[src/logic/adc_readout_pkg.sv]
// Package of constants for the isolated converter sample readout block
package adc_readout_pkg;

    // ========================================================================
    // Timing
    localparam int unsigned CORE_CLK_HZ      = 50_000_000;
    localparam int unsigned CONVERTER_CLOCK_IN_HZ         = 8_192_000;
    // Phase step per core cycle in kHz units keeps the accumulator narrow
    localparam int unsigned CONVERTER_CLOCK_IN_STEP       = CONVERTER_CLOCK_IN_HZ / 1000;
    localparam int unsigned CONVERTER_CLOCK_IN_MODULUS    = CORE_CLK_HZ / 1000;
    localparam int unsigned MOD_CLK_DIV      = 2;
    localparam int unsigned OSR_DEFAULT      = 1024;
    localparam int unsigned SAMPLE_RATE_SPS  = CONVERTER_CLOCK_IN_HZ / (MOD_CLK_DIV * OSR_DEFAULT);

    // ========================================================================
    // Frame layout
    localparam int unsigned WORD_BITS        = 24;
    localparam int unsigned FRAME_WORDS      = 4;
    localparam int unsigned FRAME_BYTES      = 12;
    localparam int unsigned FRAME_BITS       = FRAME_BYTES * 8;
    localparam int unsigned CRC_BITS         = 16;
    localparam logic [15:0] CRC_POLY         = 16'h1021;
    localparam logic [15:0] CRC_INIT         = 16'hFFFF;

    // ========================================================================
    // Register offsets
    localparam logic [7:0] REG_CTRL          = 8'h00;
    localparam logic [7:0] REG_GAIN          = 8'h04;
    localparam logic [7:0] REG_IRQ_STATUS    = 8'h08;
    localparam logic [7:0] REG_IRQ_MASK      = 8'h0C;
    localparam logic [7:0] REG_LAST_CH0      = 8'h10;
    localparam logic [7:0] REG_LAST_CH1      = 8'h14;
    localparam logic [7:0] REG_FRAME_COUNT   = 8'h18;

    // ========================================================================
    // Fields and reset values
    localparam int unsigned CTRL_ENABLE_BIT  = 0;
    localparam int unsigned GAIN_CH0_LSB     = 0;
    localparam int unsigned GAIN_CH1_LSB     = 4;
    localparam int unsigned GAIN_FIELD_BITS  = 3;
    localparam int unsigned IRQ_BITS         = 3;
    localparam int unsigned IRQ_SAMPLE_BIT   = 0;
    localparam int unsigned IRQ_FRAME_BIT    = 1;
    localparam int unsigned IRQ_OVERRUN_BIT  = 2;
    localparam logic [31:0] CTRL_RESET       = 32'h0000_0001;
    // Gain codes: 0 selects x1, 4 selects x16
    localparam logic [2:0]  GAIN_CH0_RESET   = 3'h0;
    localparam logic [2:0]  GAIN_CH1_RESET   = 3'h4;
    localparam logic [IRQ_BITS-1:0] IRQ_MASK_RESET = 3'h0;

endpackage

[src/logic/isolated_adc_sample_readout.sv]
// Converter-side sample generation, ready signalling and 12-byte serial frame readout
//
// The register addresses and strobed register access were left to the implementer.
`timescale 1ns/1ps
`default_nettype none

// Contract
// RULE_01: The host acts as four-wire serial controller with select, clock, data out and data in.
// RULE_02: The host masks its sample interrupts, pulses restart, then unmasks and configures.
// RULE_03: Every frame uses 24-bit words and a 16-bit CCITT CRC that both ends agree on.
// RULE_04: The ready output stays high while no result is available and goes low once results are ready.
// RULE_05: The host programs gain 1 on the voltage channel and gain 16 on the current channel.
// RULE_06: The host routes both channels to the external pins with zero phase delay.
// RULE_07: The host programs an oversampling ratio of 1024, all channels on, high-resolution mode.
// RULE_08: The host starts one frame readout on every falling edge of the ready line.
// RULE_09: The modulator clock is the converter clock divided by two, one sample per ratio cycles.
// RULE_10: An 8.192MHz converter clock with ratio 1024 gives 4000 samples per second per channel.
// RULE_11: The host shifts out zero bytes while it captures the frame.
// RULE_12: A frame is 12 bytes long and its end is signalled for the CRC check.
// RULE_13: The host splits the frame into voltage and current only after the CRC passes.
// RULE_14: The host takes channel 0 as line voltage and channel 1 as shunt current.
// RULE_15: The frame is status, channel 0, channel 1 and CRC words, two's-complement, MSB first.
// RULE_16: The host discards a frame with a bad CRC and raises a sticky CRC error flag.
module isolated_adc_sample_readout #(
    parameter int unsigned OVERSAMPLING_RATIO      = adc_readout_pkg::OSR_DEFAULT,
    parameter int unsigned CLK_STEP = adc_readout_pkg::CONVERTER_CLOCK_IN_STEP,
    parameter int unsigned CLK_MOD  = adc_readout_pkg::CONVERTER_CLOCK_IN_MODULUS
) (
    // Clock and reset
    input  wire logic        core_clk,
    input  wire logic        rst,
    // Register port
    input  wire logic [7:0]  regAddr,
    input  wire logic [31:0] regWrData,
    input  wire logic        regWrStrobe,
    input  wire logic        regRdStrobe,
    output logic      [31:0] regRdData,
    output logic             irq,
    // Analog front end results
    input  wire logic [23:0] voltageSample,
    input  wire logic [23:0] currentSample,
    // Serial link and ready line
    input  wire logic        spiCsN,
    input  wire logic        spiSclk,
    input  wire logic        spiMosi,
    output logic             spiMiso,
    output logic             spiMisoEn,
    output logic             sample_ready_n
);
    import adc_readout_pkg::*;

    // ========================================================================
    // Parameter checks
    // Counters are 16 bits wide; the default modulus must still fit
    if (OVERSAMPLING_RATIO < 2 || OVERSAMPLING_RATIO > 65536 || CLK_STEP == 0 || CLK_STEP > CLK_MOD || CLK_MOD > 65535) begin : g_bad_param
        $error("isolated_adc_sample_readout: unsupported parameter values");
    end

    localparam logic [15:0] STEP_W = 16'(CLK_STEP);
    localparam logic [15:0] MOD_W  = 16'(CLK_MOD);
    localparam logic [15:0] OSR_LAST = 16'(OVERSAMPLING_RATIO - 1);
    localparam logic [6:0]  FRAME_LAST = 7'(FRAME_BITS - 1);

    // CCITT CRC over the first three words, MSB first
    function automatic logic [15:0] crc_ccitt(input logic [71:0] data);
        logic [15:0] crc;
        logic        fb;
        crc = CRC_INIT;
        for (int i = 71; i >= 0; i--) begin
            fb = crc[15] ^ data[i];
            crc = {crc[14:0], 1'b0} ^ (fb ? CRC_POLY : 16'h0000);
        end
        return crc;
    endfunction

    // ========================================================================
    // State
    logic [15:0] phaseAcc_q, phaseAcc_d;
    logic        modDiv_q, modDiv_d;
    logic [15:0] osrCnt_q, osrCnt_d;
    logic        ctrlEn_q, ctrlEn_d;
    logic [2:0]  gain0_q, gain0_d;
    logic [2:0]  amplifier_gain_cfg_q, amplifier_gain_cfg_d;
    logic [IRQ_BITS-1:0] irqStat_q, irqStat_d;
    logic [IRQ_BITS-1:0] irqMask_q, irqMask_d;
    logic [23:0] lastCh0_q, lastCh0_d;
    logic [23:0] lastCh1_q, lastCh1_d;
    logic [31:0] frameCnt_q, frameCnt_d;
    logic        readyN_q, readyN_d;
    logic        overrun_q, overrun_d;
    logic [FRAME_BITS-1:0] shift_q, shift_d;
    logic [6:0]  bitCnt_q, bitCnt_d;
    logic        active_q, active_d;
    logic        sclk_q, sclk_d;
    logic        csN_q, csN_d;
    logic        miso_q, miso_d;
    logic [31:0] rdData_q, rdData_d;

    logic        clkinTick;
    logic        modTick;
    logic        sampleTick;
    logic        csFall;
    logic        sclkRise;
    logic        sclkFall;
    logic [16:0] accSum;
    logic [71:0] crcData;
    logic [IRQ_BITS-1:0] events;

    // ========================================================================
    // Next-state logic
    always_comb begin
        phaseAcc_d = phaseAcc_q;
        modDiv_d   = modDiv_q;
        osrCnt_d   = osrCnt_q;
        ctrlEn_d   = ctrlEn_q;
        gain0_d    = gain0_q;
        amplifier_gain_cfg_d    = amplifier_gain_cfg_q;
        irqMask_d  = irqMask_q;
        lastCh0_d  = lastCh0_q;
        lastCh1_d  = lastCh1_q;
        frameCnt_d = frameCnt_q;
        readyN_d   = readyN_q;
        overrun_d  = overrun_q;
        shift_d    = shift_q;
        bitCnt_d   = bitCnt_q;
        active_d   = active_q;
        miso_d     = miso_q;
        rdData_d   = 32'h0000_0000;
        sclk_d     = spiSclk;
        csN_d      = spiCsN;
        events     = '0;

        // Fractional divider stands in for the 8.192MHz converter clock
        accSum    = {1'b0, phaseAcc_q} + {1'b0, STEP_W};
        clkinTick = accSum >= {1'b0, MOD_W};
        phaseAcc_d = clkinTick ? 16'(accSum - {1'b0, MOD_W}) : accSum[15:0]; // RULE_10
        modTick    = clkinTick && modDiv_q; // RULE_09
        if (clkinTick) begin
            modDiv_d = ~modDiv_q; // RULE_09
        end
        sampleTick = modTick && (osrCnt_q == OSR_LAST) && ctrlEn_q;
        if (modTick) begin
            osrCnt_d = (osrCnt_q == OSR_LAST) ? 16'h0000 : 16'(osrCnt_q + 16'h0001); // RULE_09
        end

        csFall   = csN_q && !spiCsN;
        sclkRise = spiSclk && !sclk_q;
        sclkFall = !spiSclk && sclk_q;

        // Status, voltage, current, CRC; CRC sits in the top of the last word
        crcData = {overrun_q, 7'h00, 1'b0, amplifier_gain_cfg_q, 1'b0, gain0_q, 8'h00, lastCh0_q, lastCh1_q};

        // New results: latch both channels and pull the ready line low
        if (sampleTick) begin
            lastCh0_d = voltageSample;
            lastCh1_d = currentSample;
            readyN_d  = 1'b0; // RULE_04
            events[IRQ_SAMPLE_BIT] = 1'b1;
            // A result never read out is lost; flag it in the next status word
            if (!readyN_q || active_q) begin
                overrun_d = 1'b1;
                events[IRQ_OVERRUN_BIT] = 1'b1;
            end
        end

        // Frame start loads all four words and releases the ready line, unless a new sample lands in the same cycle
        if (csFall) begin
            shift_d  = {crcData, crc_ccitt(crcData), 8'h00}; // RULE_03 RULE_15
            miso_d   = crcData[71]; // RULE_15
            bitCnt_d = 7'h00;
            active_d = 1'b1;
            if (!sampleTick) begin
                readyN_d  = 1'b1; // RULE_04
                overrun_d = 1'b0;
            end
        end else if (active_q && spiCsN) begin
            // Select released early: frame abandoned, data stays read
            active_d = 1'b0;
        end else if (active_q) begin
            if (sclkRise && bitCnt_q != 7'h00) begin
                miso_d = shift_q[FRAME_BITS-1];
            end
            if (sclkFall) begin
                shift_d  = {shift_q[FRAME_BITS-2:0], spiMosi};
                bitCnt_d = 7'(bitCnt_q + 7'h01);
                if (bitCnt_q == FRAME_LAST) begin
                    active_d = 1'b0; // RULE_12
                    frameCnt_d = 32'(frameCnt_q + 32'h0000_0001);
                    events[IRQ_FRAME_BIT] = 1'b1; // RULE_12
                end
            end
        end

        // Register writes
        if (regWrStrobe) begin
            unique case (regAddr)
                REG_CTRL:     ctrlEn_d = regWrData[CTRL_ENABLE_BIT];
                REG_GAIN: begin
                    gain0_d = regWrData[GAIN_CH0_LSB +: GAIN_FIELD_BITS];
                    amplifier_gain_cfg_d = regWrData[GAIN_CH1_LSB +: GAIN_FIELD_BITS];
                end
                REG_IRQ_MASK: irqMask_d = regWrData[IRQ_BITS-1:0];
                default:      ;
            endcase
        end

        // Register reads; unmapped addresses return zero
        if (regRdStrobe) begin
            unique case (regAddr)
                REG_CTRL:        rdData_d = {31'h0, ctrlEn_q};
                REG_GAIN:        rdData_d = {25'h0, amplifier_gain_cfg_q, 1'b0, gain0_q};
                REG_IRQ_STATUS:  rdData_d = {29'h0, irqStat_q};
                REG_IRQ_MASK:    rdData_d = {29'h0, irqMask_q};
                REG_LAST_CH0:    rdData_d = {{8{lastCh0_q[23]}}, lastCh0_q};
                REG_LAST_CH1:    rdData_d = {{8{lastCh1_q[23]}}, lastCh1_q};
                REG_FRAME_COUNT: rdData_d = frameCnt_q;
                default:         rdData_d = 32'h0000_0000;
            endcase
        end

        // Read clears status, but an event in the same cycle survives
        if (regRdStrobe && regAddr == REG_IRQ_STATUS) begin
            irqStat_d = events;
        end else begin
            irqStat_d = irqStat_q | events;
        end
    end

    // ========================================================================
    // Registers
    always_ff @(posedge core_clk) begin
        if (rst) begin
            phaseAcc_q <= 16'h0000;
            modDiv_q   <= 1'b0;
            osrCnt_q   <= 16'h0000;
            ctrlEn_q   <= CTRL_RESET[CTRL_ENABLE_BIT];
            gain0_q    <= GAIN_CH0_RESET;
            amplifier_gain_cfg_q    <= GAIN_CH1_RESET;
            irqStat_q  <= '0;
            irqMask_q  <= IRQ_MASK_RESET;
            lastCh0_q  <= 24'h000000;
            lastCh1_q  <= 24'h000000;
            frameCnt_q <= 32'h0000_0000;
            readyN_q   <= 1'b1;
            overrun_q  <= 1'b0;
            shift_q    <= '0;
            bitCnt_q   <= 7'h00;
            active_q   <= 1'b0;
            sclk_q     <= 1'b0;
            csN_q      <= 1'b1;
            miso_q     <= 1'b0;
            rdData_q   <= 32'h0000_0000;
        end else begin
            phaseAcc_q <= phaseAcc_d;
            modDiv_q   <= modDiv_d;
            osrCnt_q   <= osrCnt_d;
            ctrlEn_q   <= ctrlEn_d;
            gain0_q    <= gain0_d;
            amplifier_gain_cfg_q    <= amplifier_gain_cfg_d;
            irqStat_q  <= irqStat_d;
            irqMask_q  <= irqMask_d;
            lastCh0_q  <= lastCh0_d;
            lastCh1_q  <= lastCh1_d;
            frameCnt_q <= frameCnt_d;
            readyN_q   <= readyN_d;
            overrun_q  <= overrun_d;
            shift_q    <= shift_d;
            bitCnt_q   <= bitCnt_d;
            active_q   <= active_d;
            sclk_q     <= sclk_d;
            csN_q      <= csN_d;
            miso_q     <= miso_d;
            rdData_q   <= rdData_d;
        end
    end

    // ========================================================================
    // Outputs
    assign regRdData      = rdData_q;
    assign irq            = |(irqStat_q & irqMask_q);
    assign sample_ready_n = readyN_q; // RULE_04
    assign spiMiso        = miso_q;
    assign spiMisoEn      = !spiCsN;

endmodule

`default_nettype wire

[config.mk]
export PLATFORM = sky130hd
export DESIGN_NAME = isolated_adc_sample_readout
export DESIGN_NICKNAME = d
export VERILOG_FILES = /design/src/logic/adc_readout_pkg.sv /design/src/logic/isolated_adc_sample_readout.sv
export SDC_FILE = /design/constraint.sdc
export NUM_CORES = 1
export LEC_CHECK = 0
export BUFFER_PORTS_ARGS = -buffer_cell sky130_fd_sc_hd__buf_2
export CAP_MARGIN = 20
export CORE_ASPECT_RATIO = 1.5
export CORE_UTILIZATION = 28
export DETAILED_ROUTE_END_ITERATION = 7
export GPL_ROUTABILITY_DRIVEN = 0
export PLACE_DENSITY = 0.51
export REMOVE_ABC_BUFFERS = 1
export SLEW_MARGIN = 0
export SYNTH_ARGS = -nofsm -noshare
export SYNTH_HDL_FRONTEND = slang
export SYNTH_SLANG_ARGS = --single-unit
[constraint.sdc]
create_clock -name core_clk -period 6.25 [get_ports core_clk]
set_input_delay 0.625 -clock core_clk [delete_from_list [all_inputs] [get_ports core_clk]]
set_output_delay 0.625 -clock core_clk [all_outputs]
set_load 0.02 [all_outputs]
After elaboration in Yosys (flattened, before gate mapping)
Cells that the tools add are included.
{"block": "totals", "romBits": 0, "memories": 0, "inputBits": 95, "wordCells": 301, "register_bits": 267, "output_inout_bits": 36, "latch_bits": 0, "ramBits": 0}
{"block": "op_classes", "n_addsub": 5, "div_mod_pow": 0, "bitwise": 132, "reduce_logical": 29, "shift": 0, "n_mul": 0, "eq_ne": 9, "mux": 104, "order_cmp": 1}
{"cell": "XOR 16 x 13 -> 16 bit", "n": 71}
{"cell": "2-to-1 mux 13 bit", "n": 72}
{"cell": "2-to-1 mux 96 bit", "n": 4}
{"cell": "case mux 32 bit (7 select lines)", "n": 1}
{"cell": "XOR 1 bit", "n": 54}
{"cell": "adder 32 x 1 -> 32 bit (second input constant)", "n": 1}
{"cell": "2-to-1 mux 16 bit", "n": 2}
{"cell": "== test 8 x 5 -> 1 bit (second input constant)", "n": 3}
{"cell": "2-to-1 mux 1 bit", "n": 24}
{"cell": "adder 16 x 14 -> 17 bit (second input constant)", "n": 1}
{"cell": ">= comparator 17 x 16 -> 1 bit (second input constant)", "n": 1}
{"cell": "adder 16 x 1 -> 16 bit (second input constant)", "n": 1}
{"cell": "== test 16 x 10 -> 1 bit (second input constant)", "n": 1}
{"cell": "== test 8 x 4 -> 1 bit (second input constant)", "n": 2}
{"cell": "subtractor 16 bit (second input constant)", "n": 1}
{"cell": "NOT 12 -> 15 bit", "n": 1}
{"cell": "logical AND 1 bit", "n": 9}
{"cell": "AND reduction 3 bit", "n": 3}
{"cell": "== test 8 x 3 -> 1 bit (second input constant)", "n": 1}
{"cell": "logical NOT 8 bit", "n": 1}
{"cell": "adder 7 x 1 -> 7 bit (second input constant)", "n": 1}
{"cell": "== test 7 bit (second input constant)", "n": 1}
{"cell": "nonzero test 7 bit", "n": 1}
{"cell": "AND reduction 2 bit", "n": 3}
{"cell": "other kinds (11)", "n": 20}

Longest topological paths before layout
{"block": "depth", "word_depth": 199, "ltp_mapped": 14, "depth_no_buf": 11}

Least setup slack after synthesis
No wires, ideal clock.
{"block": "synth_path", "kind": "flip-flop to flip-flop", "from": "reg amplifier_gain_cfg_q[2]", "to": "reg shift_q[20]", "stages_incl_launch_ff": 11, "path_slack_ns": 2.926, "arrival_time_ns": 3.196, "t_required_ns": 6.122, "synth_period_minus_slack_ns": 3.324, "path_buffers": 1, "setup_time_ns": 0.128, "cell_sequence": "dfxtp_1 -> buf_4 -> xnor2_1 -> xnor3_1 -> xnor2_1 -> xnor3_2 -> xor2_2 -> xnor3_2 -> xor3_1 -> a222oi_1 -> nor2_1"}
{"block": "synth_via", "elab_chain_len": 90, "elab_cells_between_ends": 133, "classes_between": "mux: 37; bitwise: 96"}
{"item": "start: declaration", "line_no": "isolated_adc_sample_readout.sv:83", "text": "logic [2:0] amplifier_gain_cfg_q, amplifier_gain_cfg_d;"}
{"item": "start signal: assignment", "line_no": "isolated_adc_sample_readout.sv:259", "text": "amplifier_gain_cfg_q <= amplifier_gain_cfg_d;"}
{"item": "XOR 1 bit (*)", "line_no": "isolated_adc_sample_readout.sv:70", "text": "fb = crc[15] ^ data[i];"}
{"item": "2-to-1 mux 13 bit (*)", "line_no": "isolated_adc_sample_readout.sv:71", "text": "crc = {crc[14:0], 1'b0} ^ (fb ? CRC_POLY : 16'h0000);"}
{"item": "XOR 16 x 13 -> 16 bit (*) (4 in series)", "line_no": "isolated_adc_sample_readout.sv:71"}
{"item": "XOR 1 bit", "line_no": "isolated_adc_sample_readout.sv:70"}
{"item": "2-to-1 mux 13 bit", "line_no": "isolated_adc_sample_readout.sv:71"}
{"item": "XOR 16 x 13 -> 16 bit (*) (11 in series)", "line_no": "isolated_adc_sample_readout.sv:71"}
{"item": "XOR 1 bit", "line_no": "isolated_adc_sample_readout.sv:70"}
{"item": "2-to-1 mux 13 bit", "line_no": "isolated_adc_sample_readout.sv:71"}
{"item": "[... 48 more ...]"}
{"item": "XOR 16 x 13 -> 16 bit (*) (4 in series)", "line_no": "isolated_adc_sample_readout.sv:71"}
{"item": "XOR 1 bit or XOR 16 x 13 -> 16 bit (tied branches)", "line_no": "isolated_adc_sample_readout.sv:70, isolated_adc_sample_readout.sv:71"}
{"item": "2-to-1 mux 13 bit, or another cell as far along", "line_no": "isolated_adc_sample_readout.sv:71"}
{"item": "XOR 16 x 13 -> 16 bit (*) (4 in series)", "line_no": "isolated_adc_sample_readout.sv:71"}
{"item": "XOR 1 bit or XOR 16 x 13 -> 16 bit (tied branches)", "line_no": "isolated_adc_sample_readout.sv:70, isolated_adc_sample_readout.sv:71"}
{"item": "2-to-1 mux 13 bit, or another cell as far along", "line_no": "isolated_adc_sample_readout.sv:71"}
{"item": "XOR 16 x 13 -> 16 bit (*) (8 in series)", "line_no": "isolated_adc_sample_readout.sv:71"}
{"item": "2-to-1 mux 96 bit (*)", "line_no": "isolated_adc_sample_readout.sv:167", "text": "if (csFall) begin"}
{"item": "end signal: assignment", "line_no": "isolated_adc_sample_readout.sv:267", "text": "shift_q <= shift_d;"}
{"item": "end: declaration", "line_no": "isolated_adc_sample_readout.sv:91", "text": "logic [FRAME_BITS-1:0] shift_q, shift_d;"}
Every way passes the cells marked *; elsewhere a longest branch is shown, timed or not.
A chain may end at the register's enable or synchronous reset.

Worst setup path after layout
{"block": "layout_path", "from": "reg phaseAcc_q[13]", "to": "reg irqStat_q[2]"}
{"block": "layout_via", "elab_chain_len": 8}
{"item": "start: declaration", "line_no": "isolated_adc_sample_readout.sv:78", "text": "logic [15:0] phaseAcc_q, phaseAcc_d;"}
{"item": "start signal: assignment", "line_no": "isolated_adc_sample_readout.sv:254", "text": "phaseAcc_q <= phaseAcc_d;"}
{"item": "adder 16 x 14 -> 17 bit (*)", "line_no": "isolated_adc_sample_readout.sv:134", "text": "accSum = {1'b0, phaseAcc_q} + {1'b0, STEP_W};"}
{"item": ">= comparator 17 x 16 -> 1 bit (*)", "line_no": "isolated_adc_sample_readout.sv:135", "text": "clkinTick = accSum >= {1'b0, MOD_W};"}
{"item": "logical AND 1 bit (*)", "line_no": "isolated_adc_sample_readout.sv:137", "text": "modTick = clkinTick && modDiv_q;"}
{"item": "logical AND 1 bit (*) (2 in series)", "line_no": "isolated_adc_sample_readout.sv:141", "text": "sampleTick = modTick && (osrCnt_q == OSR_LAST) && ctrlEn_q;"}
{"item": "2-to-1 mux 1 bit (*)", "line_no": "isolated_adc_sample_readout.sv:154", "text": "if (sampleTick) begin"}
{"item": "OR 3 bit", "line_no": "isolated_adc_sample_readout.sv:225", "text": "irqStat_d = irqStat_q | events;"}
{"item": "2-to-1 mux 3 bit (*)", "line_no": "isolated_adc_sample_readout.sv:222", "text": "if (regRdStrobe && regAddr == REG_IRQ_STATUS) begin"}
{"item": "end signal: assignment", "line_no": "isolated_adc_sample_readout.sv:260", "text": "irqStat_q <= irqStat_d;"}
{"item": "end: declaration", "line_no": "isolated_adc_sample_readout.sv:84", "text": "logic [IRQ_BITS-1:0] irqStat_q, irqStat_d;"}
Marks and branches as above.

==> results by group <==
Floorplan
  • Core Box Area: 44,800 sq um
  • Row cnt: 95
  • Die Y: 263 um
  • Die W: 176 um
  • Starting Density: 28.4%
  • IO Count: 131
  • Area of the die: 46,400 sq um

Worst setup path
  • Worst path max stage delay: 930 ps
  • Startpoint types: flop
  • Delay-heaviest family, CP: simple AND/OR/NAND/NOR gates
  • Critical Path AT: 4290 ps
  • Crit Path Max Fanout: 50
  • CP bufs+invs: 1
  • CP cell instances: inv_1 -> ha_1 -> nand2b_1 -> nor4_1 -> a31oi_1 -> a2bb2oi_1 -> or2_2 -> and2_1 -> and3_2 -> o21ai_0 -> a21oi_1
  • Critical path class: reg -> reg
  • CP Capture Type: flop
  • Req. time, crit path: 6720 ps
  • Flop2flop setup slack: 2430 ps
  • Worst path slowest cell: and3_2

Clock tree
  • # resized after CTS: 0
  • Post-CTS Setup Bufs: 0
  • CTS tree: yes
  • Clock Pin Slew Worst Setup and Hold Paths: 60 ps
  • Root buffer cell: clkbuf_16
  • Clock Latency Late Sink: 550 ps
  • # hold bufs at CTS: 0
  • Cts bufs inserted: 27
  • CTS sink cnt: 263
  • CTS Buffer Depth: 3
  • CTS H-Tree Depth: 1

STA
  • Pins Over Slew Limit: 0
  • Fmax: 0.262 GHz
  • Sum Neg Setup Slack: 0 ps
  • Relative slew slack: 34.8%
  • Final Setup Violations: 0
  • Final worst-path cycle share: 61.1%
  • Worst Skew: 16.2 ps
  • Hold Vio Cnt, Final: 0
  • RSZ-0062 raised after global routing: no
  • Final setup margin: 2430 ps
  • Tightest Pin Transition: 978 ps
  • Min Clock Period, post-route: 3820 ps

Synth
  • Mean Syn Cell Area: 9.10 sq um
  • Synthesis warning total: 0
  • Cells after Synth: 1,401
  • Number of flops mapped to enable cells by yosys: 0
  • Register area share after synthesis: 41.3%
  • Area leader, netlist: dfxtp_1
  • Most used flip-flop cell after synthesis: dfxtp_1
  • Cell with the most instances after synthesis: dfxtp_1
  • Number of synthesized register bits: 263
  • Async set or reset register ratio after synthesis: 0%
  • Synth area leaders: dfxtp_1 41%, nand2_1 7.7%, a21oi_1 6.6%
  • Synth top area share: 41.3%
  • Synth unique cells: 59
  • Synth cell count leaders: 263 x dfxtp_1, 260 x nand2_1, 167 x a21oi_1, 109 x nor2_1, 82 x clkbuf_1
  • Synthesized area: 12,700 sq um

Final layout
  • Layout Area Growth over Synthesis: 15.3%
  • Nets: 1,553
  • Area occupied by multi-input gates: 7070 sq um
  • Fraction of layout cells with a size suffix above 1: 15.9%
  • Antenna cells: 0
  • Area occupied by registers: 5270 sq um
  • Fillers: 4,661
  • Finished Cell Area: 14,700 sq um

Power and ir drop
  • Power, Total: 3.64 mW
  • Leak pwr: 5.37 nW
  • Worst vdd ir: 0.174 mV
  • PwrDens: 248 nW/um^2

Global route
  • Remaining global-route overflow: 0
  • First-pass GRT wire length: 56.1 mm
  • GRT Total Usage: 15.5%
  • Initial antenna violation count: 2
  • Vias in the first global route: 9,671
  • Largest net degree at the start of global routing: 102

Placement
  • Setup WS pre-CTS: 2360 ps
  • Post-DP Area: 13,700 sq um
  • Buffers on Ports: 104
  • Final HPWL DP: 25.0 mm

Route
  • Routed vias: 9,913
  • Final WL: 35.7 mm
  • Detailed Routing Iterations Pass 1: 5
  • Vias per cell: 4.83
  • Starting DRC count in detailed routing: 604
  • Post-route ant nets: 0
  • Routed length per placed instance: 17.4 um
  • DR DRC count: 0

Worst hold path
  • Worst Hold Class: in -> reg

Status
  • Status: complete, no violations

Job
  • Maxcap violations: 0
[path summary, 6_finish.rpt]
path | to | cells after the start | from
worst min register to register | shift_q[5] | 2 | shift_q[4]
worst max-delay path | irqStat_q[2] | 11 | phaseAcc_q[13]
worst max register to register | irqStat_q[2] | 11 | phaseAcc_q[13]
worst min-delay path | lastCh1_q[20] | 3 | currentSample[20]
[tightest hold or removal path: stages]
cell	delay (ps)
buf_2	90
nand2_1	40
a21oi_1	50
[per-stage QoR]
step / std cells / util, % / hold slack [ps]
after floorplan: 1304 / - / 432
after detailed placement: 2002 / 30.7 / 443
final: 2051 / 32.8 / 312
after global routing: 2051 / 32.8 / 304
after global placement: 2002 / 30.7 / 438
after CTS: 2051 / 32.8 / 283
[cell families after synthesis]
group                    Yosys count  synth area share (%)
flip-flops                       263                  41.3
XOR/XNOR                         201                  20.7
AND/OR/NAND/NOR                  481                  16.3
AO/OA/AOI/OAI                    300                  14.3
adder cells (fa/ha/maj)            9                 0.884
buffers and inverters            114                  3.61
multiplexers                      33                  2.85
[layout by cell type (no fill, tap or decap), types with 9 or more instances in the layout]
master,Yosys,layout
xnor2_2,16,16
inv_1,17,17
nor2_1,109,106
a222oi_1,12,12
xnor2_1,73,73
and3_1,14,13
o21ai_0,16,16
dfxtp_1,263,263
buf_2,5,103
mux2_2,26,26
nand3_1,25,24
a21oi_1,167,167
a22oi_1,79,79
or3_1,14,14
xnor3_1,31,31
nand4_1,14,14
buf_4,5,12
nand2_1,260,260
ha_1,9,9
clkbuf_16,0,27
xor2_1,59,59
[metal layers]
metal  GRT usage (%)  share of wire [%]
met1            18.2                 41
met2            28.3                 52
met3            1.82                3.3
met4            6.13                3.4
met5               0              0.062
[cell type report]
cell class	count	share of cell area (%)
Multi-Input combinational cell	1024	48.1
Timing Repair Buffer	116	4.20
Tap cell	582	4.95
Clock inverter	17	1.59
Sequential cell	263	35.8
Inverter	17	0.434
Clock buffer	32	4.93
[where the power goes]
group	switching [mW]	internal (mW)	leakage [nW]
clock network	0.716	1.04	0.457
registers	0.0138	1.69	2.12
logic	0.107	0.0704	2.79
total	0.837	2.80	5.37
[sequential cells by signal, indices dropped and copies added, names as in the netlist, 3 cells and up]
| name | cells |
|---|---|
| osrCnt_q | 16 |
| regRdData | 32 |
| bitCnt_q | 7 |
| lastCh1_q | 24 |
| gain0_q | 3 |
| amplifier_gain_cfg_q | 3 |
| irqStat_q | 3 |
| frameCnt_q | 32 |
| shift_q | 96 |
| lastCh0_q | 24 |
| phaseAcc_q | 12 |
| irqMask_q | 3 |
(Power assumes the default switching activity.)
